`config.mk`:
```
export PLATFORM = sky130hd
export DESIGN_NAME = sbc_bus_control
export DESIGN_NICKNAME = d
export VERILOG_FILES = /design/src/design/sbc_pkg.sv /design/src/design/sbc_priv_gate.sv /design/src/design/sbc_bus_control.sv
export SDC_FILE = /design/constraint.sdc
export NUM_CORES = 1
export LEC_CHECK = 0
export BUFFER_PORTS_ARGS = -buffer_cell sky130_fd_sc_hd__clkbuf_2
export CAP_MARGIN = 15
export CELL_PAD_IN_SITES_DETAIL_PLACEMENT = 1
export CELL_PAD_IN_SITES_GLOBAL_PLACEMENT = 2
export CORE_ASPECT_RATIO = 1.25
export CORE_UTILIZATION = 30
export CTS_BUF_LIST = sky130_fd_sc_hd__clkbuf_4 sky130_fd_sc_hd__clkbuf_8 sky130_fd_sc_hd__clkbuf_16
export DETAILED_ROUTE_END_ITERATION = 6
export PLACE_DENSITY = 0.84
export SLEW_MARGIN = 30
export SYNTH_ARGS = -nofsm -noshare
export SYNTH_HDL_FRONTEND = slang
export SYNTH_SLANG_ARGS = --single-unit
```
`constraint.sdc`:
```
create_clock -name mclk -period 1.97 [get_ports mclk]
set_input_delay 0.394 -clock mclk [delete_from_list [all_inputs] [get_ports mclk]]
set_output_delay 0.394 -clock mclk [all_outputs]
set_load 0.03 [all_outputs]
```
`src/design/sbc_pkg.sv`:
```
package sbc_pkg;

   // Clock rate and derived cycle counts.
   localparam int unsigned CLK_MHZ          = 100;
   localparam int unsigned CYCLE_LIMIT_NS   = 8000;
   localparam int unsigned CYCLE_LIMIT_CYC  = CYCLE_LIMIT_NS * CLK_MHZ / 1000;
   localparam int unsigned REFRESH_NS       = 15000;
   localparam int unsigned REFRESH_CYC      = REFRESH_NS * CLK_MHZ / 1000;
   localparam int unsigned TMR_W            = 12;
   localparam int unsigned RF_W             = 12;
   localparam logic [TMR_W-1:0] TMR_RST     = 12'h000;
   localparam logic [RF_W-1:0]  RF_RST      = 12'h000;

   // Bus and instruction geometry.
   localparam int unsigned ADDR_W           = 24;
   localparam int unsigned DEVNO_W          = 11;
   localparam logic [DEVNO_W-1:0] DEV_TERM1 = 11'h0c0;
   localparam logic [DEVNO_W-1:0] DEV_RTC   = 11'h008;
   localparam logic [3:0] TIMEOUT_LEVEL     = 4'he;
   localparam logic [1:0] RING_MIN          = 2'h2;
   localparam int unsigned UADDR_W          = 8;
   localparam logic [UADDR_W-1:0] UA_ERROR  = 8'hff;
   localparam logic [UADDR_W-1:0] UA_XCHG   = 8'h40;

   // Grant owner encoding.
   typedef enum logic [1:0] {
      SBC_OWN_NONE = 2'h0,
      SBC_OWN_CPU  = 2'h1,
      SBC_OWN_DMA  = 2'h2,
      SBC_OWN_REF  = 2'h3
   } sbc_owner_e;

   // Arbiter states, Gray along idle, grant, hold, release.
   typedef enum logic [1:0] {
      SBC_IDLE  = 2'h0,
      SBC_GRANT = 2'h1,
      SBC_HOLD  = 2'h3,
      SBC_REL   = 2'h2
   } sbc_state_e;

endpackage

```
`src/design/sbc_priv_gate.sv`:
```
`timescale 1ns/1ps
// Checks privileged instructions and flags exchanges addressed to on-module devices.
module sbc_priv_gate (
   input  wire logic                             mmu_enable,
   input  wire logic [1:0]                       ring_level,
   input  wire logic                             priv_instr,
   input  wire logic                             io_exchange_instr,
   input  wire logic                             io_exchange_long_instr,
   input  wire logic [sbc_pkg::DEVNO_W-1:0]      io_device_number,
   input  wire logic [sbc_pkg::UADDR_W-1:0]      map_addr_in,
   output logic                                  privileged_op_permit,
   output logic [sbc_pkg::UADDR_W-1:0]           map_addr_out,
   output logic                                  io_local_device
);

   logic is_priv;

   // Permit is given unless memory management is on and the ring is too low.
   always_comb begin
      is_priv = priv_instr | io_exchange_instr | io_exchange_long_instr;
      privileged_op_permit = ~mmu_enable | (ring_level >= sbc_pkg::RING_MIN);
      if (is_priv && !privileged_op_permit) begin
         map_addr_out = sbc_pkg::UA_ERROR;
      end else if (io_exchange_instr || io_exchange_long_instr) begin
         map_addr_out = sbc_pkg::UA_XCHG;
      end else begin
         map_addr_out = map_addr_in;
      end
      io_local_device = (io_exchange_instr | io_exchange_long_instr)
                        & ((io_device_number == sbc_pkg::DEV_TERM1) | (io_device_number == sbc_pkg::DEV_RTC));
   end

endmodule

```
`src/design/sbc_bus_control.sv`:
```
`timescale 1ns/1ps
//////////////////////////////////////////////////////////////////////////////
module sbc_bus_control (
   input  wire logic                             mclk,
   input  wire logic                             reset,
   input  wire logic                             cpu_bus_request,
   input  wire logic                             dma_bus_request,
   input  wire logic                             transfer_done_signal,
   input  wire logic                             mmu_enable,
   input  wire logic [1:0]                       ring_level,
   input  wire logic                             priv_instr,
   input  wire logic                             io_exchange_instr,
   input  wire logic                             io_exchange_long_instr,
   input  wire logic [sbc_pkg::DEVNO_W-1:0]      io_device_number,
   input  wire logic [sbc_pkg::UADDR_W-1:0]      map_addr_in,
   output logic                                  cpu_grant,
   output logic                                  dma_grant,
   output logic                                  refresh_grant,
   output logic                                  bus_busy,
   output logic                                  timeout_irq,
   output logic [3:0]                            timeout_irq_level,
   output logic                                  refresh_pending,
   output logic                                  privileged_op_permit,
   output logic [sbc_pkg::UADDR_W-1:0]           map_addr_out,
   output logic                                  io_local_device
);

   // Arbiter state, the owner of the cycle in flight and the class that had the last cycle.
   sbc_pkg::sbc_state_e                  state_r;
   sbc_pkg::sbc_state_e                  state_nxt;
   sbc_pkg::sbc_owner_e                  owner_r;
   sbc_pkg::sbc_owner_e                  owner_nxt;
   logic                                 last_dma_r;
   logic                                 last_dma_nxt;

   // Cycle timer and the one-clock abort interrupt.
   logic [sbc_pkg::TMR_W-1:0]            tmr_r;
   logic [sbc_pkg::TMR_W-1:0]            tmr_nxt;
   logic                                 irq_r;
   logic                                 irq_nxt;

   // Refresh period divider and the pending refresh request.
   logic [sbc_pkg::RF_W-1:0]             rf_cnt_r;
   logic [sbc_pkg::RF_W-1:0]             rf_cnt_nxt;
   logic                                 refresh_request_r;
   logic                                 refresh_request_nxt;

   // Decoded conditions shared by the processes below.
   logic                                 rf_tick;
   logic                                 rf_served;
   logic                                 timed_out;

   //////////////////////////////////////////////////////////////////////////////
   // Returns the next owner for the pending requests, honouring class toggling.
   function automatic sbc_pkg::sbc_owner_e pick_owner(input logic cpu_rq, input logic dma_rq,
                                                      input logic ref_rq, input logic last_dma);
      logic dma_class;
      // Refresh outranks DMA inside its class, and on a tie the class that did not have the last cycle goes first.
      dma_class = dma_rq | ref_rq;
      if (dma_class && (!cpu_rq || !last_dma)) begin
         pick_owner = ref_rq ? sbc_pkg::SBC_OWN_REF : sbc_pkg::SBC_OWN_DMA;
      end else if (cpu_rq) begin
         pick_owner = sbc_pkg::SBC_OWN_CPU;
      end else begin
         pick_owner = sbc_pkg::SBC_OWN_NONE;
      end
   endfunction

   //////////////////////////////////////////////////////////////////////////////
   // Advances the cycle timer by one clock; the limit lies far below its top value,
   // so it never wraps inside a cycle.
   function automatic logic [sbc_pkg::TMR_W-1:0] tmr_step(input logic [sbc_pkg::TMR_W-1:0] t);
      tmr_step = t + 1'b1;
   endfunction

   // True while a cycle is in flight and belongs to the given requestor.
   function automatic logic owned_by(input sbc_pkg::sbc_state_e st, input sbc_pkg::sbc_owner_e own,
                                     input sbc_pkg::sbc_owner_e who);
      owned_by = (st != sbc_pkg::SBC_IDLE) && (own == who);
   endfunction

   //////////////////////////////////////////////////////////////////////////////
   // Periodic refresh request, held until a refresh cycle is granted.
   // The divider runs freely from reset, so the first request comes one period after it.
   always_comb begin
      rf_tick    = (rf_cnt_r == sbc_pkg::RF_W'(sbc_pkg::REFRESH_CYC - 1));
      rf_cnt_nxt = rf_tick ? sbc_pkg::RF_RST : rf_cnt_r + 1'b1;
      rf_served  = (state_r == sbc_pkg::SBC_GRANT) && (owner_r == sbc_pkg::SBC_OWN_REF);
      // A new tick wins over the clear by the serving grant.
      refresh_request_nxt = rf_tick | (refresh_request_r & ~rf_served);
   end

   // Registers the refresh timer.
   always_ff @(posedge mclk) begin
      if (reset) begin
         rf_cnt_r          <= sbc_pkg::RF_RST;
         refresh_request_r <= 1'b0;
      end else begin
         rf_cnt_r          <= rf_cnt_nxt;
         refresh_request_r <= refresh_request_nxt;
      end
   end

   //////////////////////////////////////////////////////////////////////////////
   // Arbiter and cycle timer; the data exchange itself is left to the user.
   // Every branch starts from the held values, irq_nxt from zero, so a state lists only what it changes.
   always_comb begin
      state_nxt    = state_r;
      owner_nxt    = owner_r;
      last_dma_nxt = last_dma_r;
      tmr_nxt      = tmr_r;
      irq_nxt      = 1'b0;
      timed_out    = (tmr_r >= sbc_pkg::TMR_W'(sbc_pkg::CYCLE_LIMIT_CYC - 1));
      unique case (state_r)
         sbc_pkg::SBC_IDLE: begin
            // Only an idle bus is arbitrated, and the timer waits at zero.
            owner_nxt = pick_owner(cpu_bus_request, dma_bus_request, refresh_request_r, last_dma_r);
            tmr_nxt   = sbc_pkg::TMR_RST;
            if (owner_nxt != sbc_pkg::SBC_OWN_NONE) begin
               state_nxt    = sbc_pkg::SBC_GRANT;
               last_dma_nxt = (owner_nxt != sbc_pkg::SBC_OWN_CPU);
            end
         end
         sbc_pkg::SBC_GRANT: begin
            // Grant is held without preemption while the user runs its phases.
            state_nxt = sbc_pkg::SBC_HOLD;
            tmr_nxt   = tmr_step(tmr_r);
         end
         sbc_pkg::SBC_HOLD: begin
            // Done ends the word; the limit aborts it when done never comes.
            tmr_nxt = tmr_step(tmr_r);
            if (transfer_done_signal) begin
               state_nxt = sbc_pkg::SBC_REL;
               tmr_nxt   = sbc_pkg::TMR_RST;
            end else if (timed_out) begin
               state_nxt = sbc_pkg::SBC_IDLE;
               owner_nxt = sbc_pkg::SBC_OWN_NONE;
               irq_nxt   = 1'b1;
               tmr_nxt   = sbc_pkg::TMR_RST;
            end
         end
         sbc_pkg::SBC_REL: begin
            // Wait for the accessed device to drop transfer done before rearbitrating.
            // A done held too long meets the same limit, so a stuck device cannot hang the bus.
            if (!transfer_done_signal) begin
               state_nxt = sbc_pkg::SBC_IDLE;
               owner_nxt = sbc_pkg::SBC_OWN_NONE;
            end else if (timed_out) begin
               state_nxt = sbc_pkg::SBC_IDLE;
               owner_nxt = sbc_pkg::SBC_OWN_NONE;
               irq_nxt   = 1'b1;
            end else begin
               tmr_nxt = tmr_step(tmr_r);
            end
         end
      endcase
   end

   // Registers the arbiter state.
   always_ff @(posedge mclk) begin
      if (reset) begin
         state_r    <= sbc_pkg::SBC_IDLE;
         owner_r    <= sbc_pkg::SBC_OWN_NONE;
         last_dma_r <= 1'b0;
         tmr_r      <= sbc_pkg::TMR_RST;
         irq_r      <= 1'b0;
      end else begin
         state_r    <= state_nxt;
         owner_r    <= owner_nxt;
         last_dma_r <= last_dma_nxt;
         tmr_r      <= tmr_nxt;
         irq_r      <= irq_nxt;
      end
   end

   //////////////////////////////////////////////////////////////////////////////
   // Grants are levels while the cycle is owned; refresh needs no data phase.
   assign bus_busy          = (state_r != sbc_pkg::SBC_IDLE);
   assign cpu_grant         = owned_by(state_r, owner_r, sbc_pkg::SBC_OWN_CPU);
   assign dma_grant         = owned_by(state_r, owner_r, sbc_pkg::SBC_OWN_DMA);
   assign refresh_grant     = owned_by(state_r, owner_r, sbc_pkg::SBC_OWN_REF);
   assign timeout_irq       = irq_r;
   assign timeout_irq_level = sbc_pkg::TIMEOUT_LEVEL;
   assign refresh_pending   = refresh_request_r;

   // Privilege check and on-module device decode.
   // It is pure decode, so the microcode sees its answer in the same clock.
   sbc_priv_gate sbc_priv_gate_i (
      .mmu_enable             (mmu_enable),
      .ring_level             (ring_level),
      .priv_instr             (priv_instr),
      .io_exchange_instr      (io_exchange_instr),
      .io_exchange_long_instr (io_exchange_long_instr),
      .io_device_number       (io_device_number),
      .map_addr_in            (map_addr_in),
      .privileged_op_permit   (privileged_op_permit),
      .map_addr_out           (map_addr_out),
      .io_local_device        (io_local_device)
   );

endmodule

```
Word level (Yosys, flattened, before mapping) --
Index checks and enable logic that the tools add are counted.
Storage, ports and cells: word-level logic and storage cells 79, output and inout bits 20, bits in registers 31
Operators by class: eq/ne operators 14, order comparisons 2, $add $sub $neg 2, muxes and demuxes 24, reductions and logical operators 19, bitwise logic cells 11
Operator list (number):
- 12-bit 2-to-1 mux | 4
- 12-bit case mux with 4 select lines | 1
- 12-bit by 1-bit adder with 12-bit output, second input constant | 2
- 2-bit 2-to-1 mux | 9
- 8-bit 2-to-1 mux | 2
- 12-bit by 11-bit equality test with 1-bit output, second input constant | 1
- 12-bit by 10-bit >= comparator with 1-bit output, second input constant | 1
- 11-bit by 4-bit equality test with 1-bit output, second input constant | 1
- 11-bit by 8-bit equality test with 1-bit output, second input constant | 1
- 2-bit equality test, second input constant | 4
- 2-bit != test, second input constant | 4
- 2-bit case mux with 4 select lines | 1
- 1-bit bitwise OR | 7
- 1-bit logical AND | 6
- 2-bit case mux with 3 select lines | 1
- 2-bit AND reduction | 3
- 1-bit 2-to-1 mux | 5
- 2-bit by 1-bit equality test with 1-bit output, second input constant | 2
- 2-bit nonzero test | 2
- 1-bit zero test | 3
- 3-bit nonzero test | 1
- 1-bit AND | 2
- 2-bit >= comparator, second input constant | 1
- 2-bit zero test | 1
- other kinds (5) | 7

Depth between registers and ports, before layout --
word-level depth 8, depth in mapped cells 8, depth with buffers taken out 7

By module --
A second synthesis with hierarchy kept.
Unflattened totals: cell total of the unflattened synthesis 201, area, all modules 1805.5 um^2
Modules (own cells, without submodules):
- sbc_bus_control | times used 1, cells each 183, area an instance 1647.8 um^2
- sbc_priv_gate | times used 1, cells each 18, area an instance 157.7 um^2

Worst setup path after synthesis --
Ideal clock, no wire load.
kind input to output, start point input io_device_number[2] (netlist bit), end point output io_local_device, arrival 1870 ps, buffers on the path 0, stages on the path 2, setup slack -294 ps, path through or4_1 -> nor4_1
Between the ends: longest elaborated chain between the ends 3
Ends and longest elaborated chain:
- start: declaration | RTL line sbc_bus_control.sv:14 | input wire logic [sbc_pkg::DEVNO_W-1:0] io_device_number,
- 11-bit by 8-bit equality test with 1-bit output or 11-bit by 4-bit equality test with 1-bit output (tied branches) | RTL line sbc_priv_gate.sv:30 | & ((io_device_number == sbc_pkg::DEV_TERM1) | (io_device_number == sbc_pkg::DEV_RTC));
- 1-bit bitwise OR (*) | RTL line sbc_priv_gate.sv:30
- 1-bit AND (*) | RTL line sbc_priv_gate.sv:30
- end: declaration | RTL line sbc_bus_control.sv:25 | output logic io_local_device
Mark *: on every way between the ends. The rest lies on a longest branch, timed or not.

Worst setup path in the final report --
start point register state_r[0], end point output refresh_grant
Between the ends: longest elaborated chain between the ends 2
Ends and longest elaborated chain:
- start: declaration | RTL line sbc_bus_control.sv:29 | sbc_pkg::sbc_state_e state_r;
- start signal: assignment | RTL line sbc_bus_control.sv:162 | state_r <= sbc_pkg::SBC_IDLE;
- start signal: assignment | RTL line sbc_bus_control.sv:168 | state_r <= state_nxt;
- 2-bit nonzero test | RTL line sbc_bus_control.sv:79 | owned_by = (st != sbc_pkg::SBC_IDLE) && (own == who);
- 1-bit logical AND | RTL line sbc_bus_control.sv:79
- end: declaration | RTL line sbc_bus_control.sv:18 | output logic refresh_grant,
No other way between the ends.

==> reports/qor.yml <==
status: "finished with violations"
setup_tns_ps: 0
peakVddDrop_mv: 0.386
leakagePower_uw: 0.000918
syn_to_final_growth_pct: 25.4
finalHoldViolations: 0
cp-end-kind: "output pin"
max_freq_ghz: 0.539
grt_remaining_overflow: 0
startpoint_type: "flip-flop"
wl_per_cell_um: 13.7
power_density_nw_per_um2: 649
grt_pass1_vias: 1593
max-cap-violations: 0
post-route-drc-count: 8
hold_buffers: 0
hpwl_um: 3440
antenna_cells: 0
grt_pass1_wl_um: 7140
cts_tree: "yes"
die_y_um: 87.9
syn_inst: 207
path_clk_slew_ps: 70
cts_sinks: 31
coreArea_um2: 5560
ys_seq_elements: 31
clock_path_buffers: 2
nets: 298
path_class: "flip-flop to output pin"
cts-root-buf: "clkbuf_8"
track_usage: 0.145
fill_cells: 695
port_buffers: 44
synth_area_um2: 1770
multi_input_area_um2: 1110
gp_congestion: 0.790
dieArea_um2: 6220
num_rows: 30
htreeDepth: 2
syn_area_per_cell_um2: 8.56
finClkSkew_ps: 7.91
ios: 50
period_minus_slack_ps: 1860
numCtsBuffers: 5
die_w_um: 70.7
antenna_left: 0
finalCritPeriodShare: 0.942
worst_hold_path_type: "input port to flip-flop"
ys_warn_count: 0
slew_headroom: 0.642
critical_path_arrival_ps: 1460
rsz0062_at_grt: "no"
failed_checks: "design-rule violations"
synth.distinct_cells: 44
regArea_um2: 626
antenna_found_initial: 0
detail_route.vias_per_cell: 5.13
drive_above_1_share: 0.310
slew_viol_final: 0
wl_um: 4450
drt_iter0_drc: 23
via_count: 1667
clk_latency_ps: 280
worstMarginPinSlew_ps: 533
yosysSeqAreaShare: 0.350
setup_viol: 0
fin_util: 0.400
start_util: 0.319
required_ps: 1580
grt_max_degree: 13
crit_fanout: 6
dr.pass1.iters: 6
critical path, cell delays in order (launching register included):
cell and delay [ps]:
dfxtp_4 370, inv_1 110, ha_2 240, inv_1 100, and3_1 190, clkbuf_2 170
final timing paths:
check / startpoint / to / slack, ps / cells after the start
setup / recovery: state_r[0]$_SDFFE_PP0P_ / refresh_grant / 110 / 5
hold / removal: cpu_bus_request / last_dma_r$_SDFFE_PP0P_ / 370 / 2
setup reg to reg: tmr_r[1]$_SDFFE_PP0P_ / state_r[1]$_SDFFE_PP0P_ / 190 / 6
hold reg to reg: rf_cnt_r[0]$_SDFF_PP0_ / rf_cnt_r[0]$_SDFF_PP0_ / 450 / 1
per-stage QoR:
step                      hold WS (ps)  power, µW  instance area [µm²]  cells  setup WS, ps
after floorplan                    418        852                 1790    209          7.10
after global placement             429        941                 2090    317           116
after detailed placement           438        947                 2090    317          86.7
after CTS                          362       1470                 2190    324          24.2
after global routing               375       1530                 2220    325          26.0
final                              371       1440                 2220    325           114
what timing repair did:
item / in CTS / in global routing
endpoints found under the setup margin: 4 / 4
setup buffers: 0 / 1
gates resized for setup: 4 / 8
pin swaps: 0 / 1
logic make-up after synthesis:
logic type                 count (synthesis)  synth area share
DFF                                       31             0.350
and+or+nand+nor                           98             0.299
buffers and inverters                     15            0.0445
AOI/OAI and AO/OA                         34             0.154
xor gates and xnor gates                  20            0.0989
other                                      2           0.00424
adders and majority gates                  7            0.0494
power breakdown:
group / total, µW / switching, µW / internal (µW)
combinational: 269 / 162 / 107
clock: 505 / 231 / 274
sequential: 669 / 21.3 / 648
total: 1440 / 414 / 1030
cell usage after synthesis (all sizes together):
master	count	area (µm²)
nand4	3	25.0
o41ai	2	36.3
o21ai	4	20.0
a21boi	2	26.3
nand2	14	52.6
nand3	14	75.1
buf	5	41.3
a21o	7	52.6
or3	2	12.5
conb	2	7.51
ha	7	87.6
and4	2	17.5
nor2	31	121
xnor2	13	114
dfxtp	31	621
xor2	7	61.3
nor3b	5	37.5
a311oi	2	17.5
a31o	1	8.76
nor3	9	61.3
or4	4	30.0
inv	7	26.3
nor4	6	43.8
a21oi	10	65.1
nand2b	1	6.26
a211oi	3	22.5
clkbuf	3	11.3
o31ai	2	15.0
a32oi	1	8.76
or2	3	18.8
nor4b	1	8.76
and3	3	18.8
flip-flops by register name, summed over array words and instances (netlist names):
name and count:
timeout_irq 1, owner_r 2, rf_cnt_r 12, state_r 2, last_dma_r 1, tmr_r 12, refresh_pending 1
cell type report:
| type | instances | area share |
|---|---|---|
| Clock buffer | 6 | 0.0372 |
| Clock inverter | 1 | 0.00225 |
| Inverter | 7 | 0.0118 |
| Multi-Input combinational cell | 163 | 0.499 |
| Sequential cell | 31 | 0.282 |
| Tap cell | 64 | 0.0360 |
| Timing Repair Buffer | 53 | 0.132 |
layout by cell type (no fill, tap or decap), types with 3 or more instances in the layout:
master,Yosys,final
a21o_1,7,7
o21ai_0,4,4
nor2_2,2,3
buf_4,4,11
nand3_1,13,13
dfxtp_1,31,29
inv_1,7,7
clkbuf_8,0,6
clkbuf_2,0,42
nand2_1,14,14
ha_1,7,6
conb_1,2,4
or4_1,4,4
nor2_1,29,28
xnor2_1,13,13
nor4_1,5,4
nor3b_1,5,3
xor2_1,7,7
a21oi_1,8,8
and3_1,3,3
a211oi_1,3,3
nor3_1,7,7
per-layer routing:
metal  vias to the layer above  global-route usage  share of wire
met1                       797               0.163           0.41
met5                         -                   0              0
li1                        834                   -              -
met3                         4              0.0322          0.044
met2                        32               0.275           0.53
met4                         0              0.0382         0.0099
Note: power is estimated with default switching activity, not from simulation.
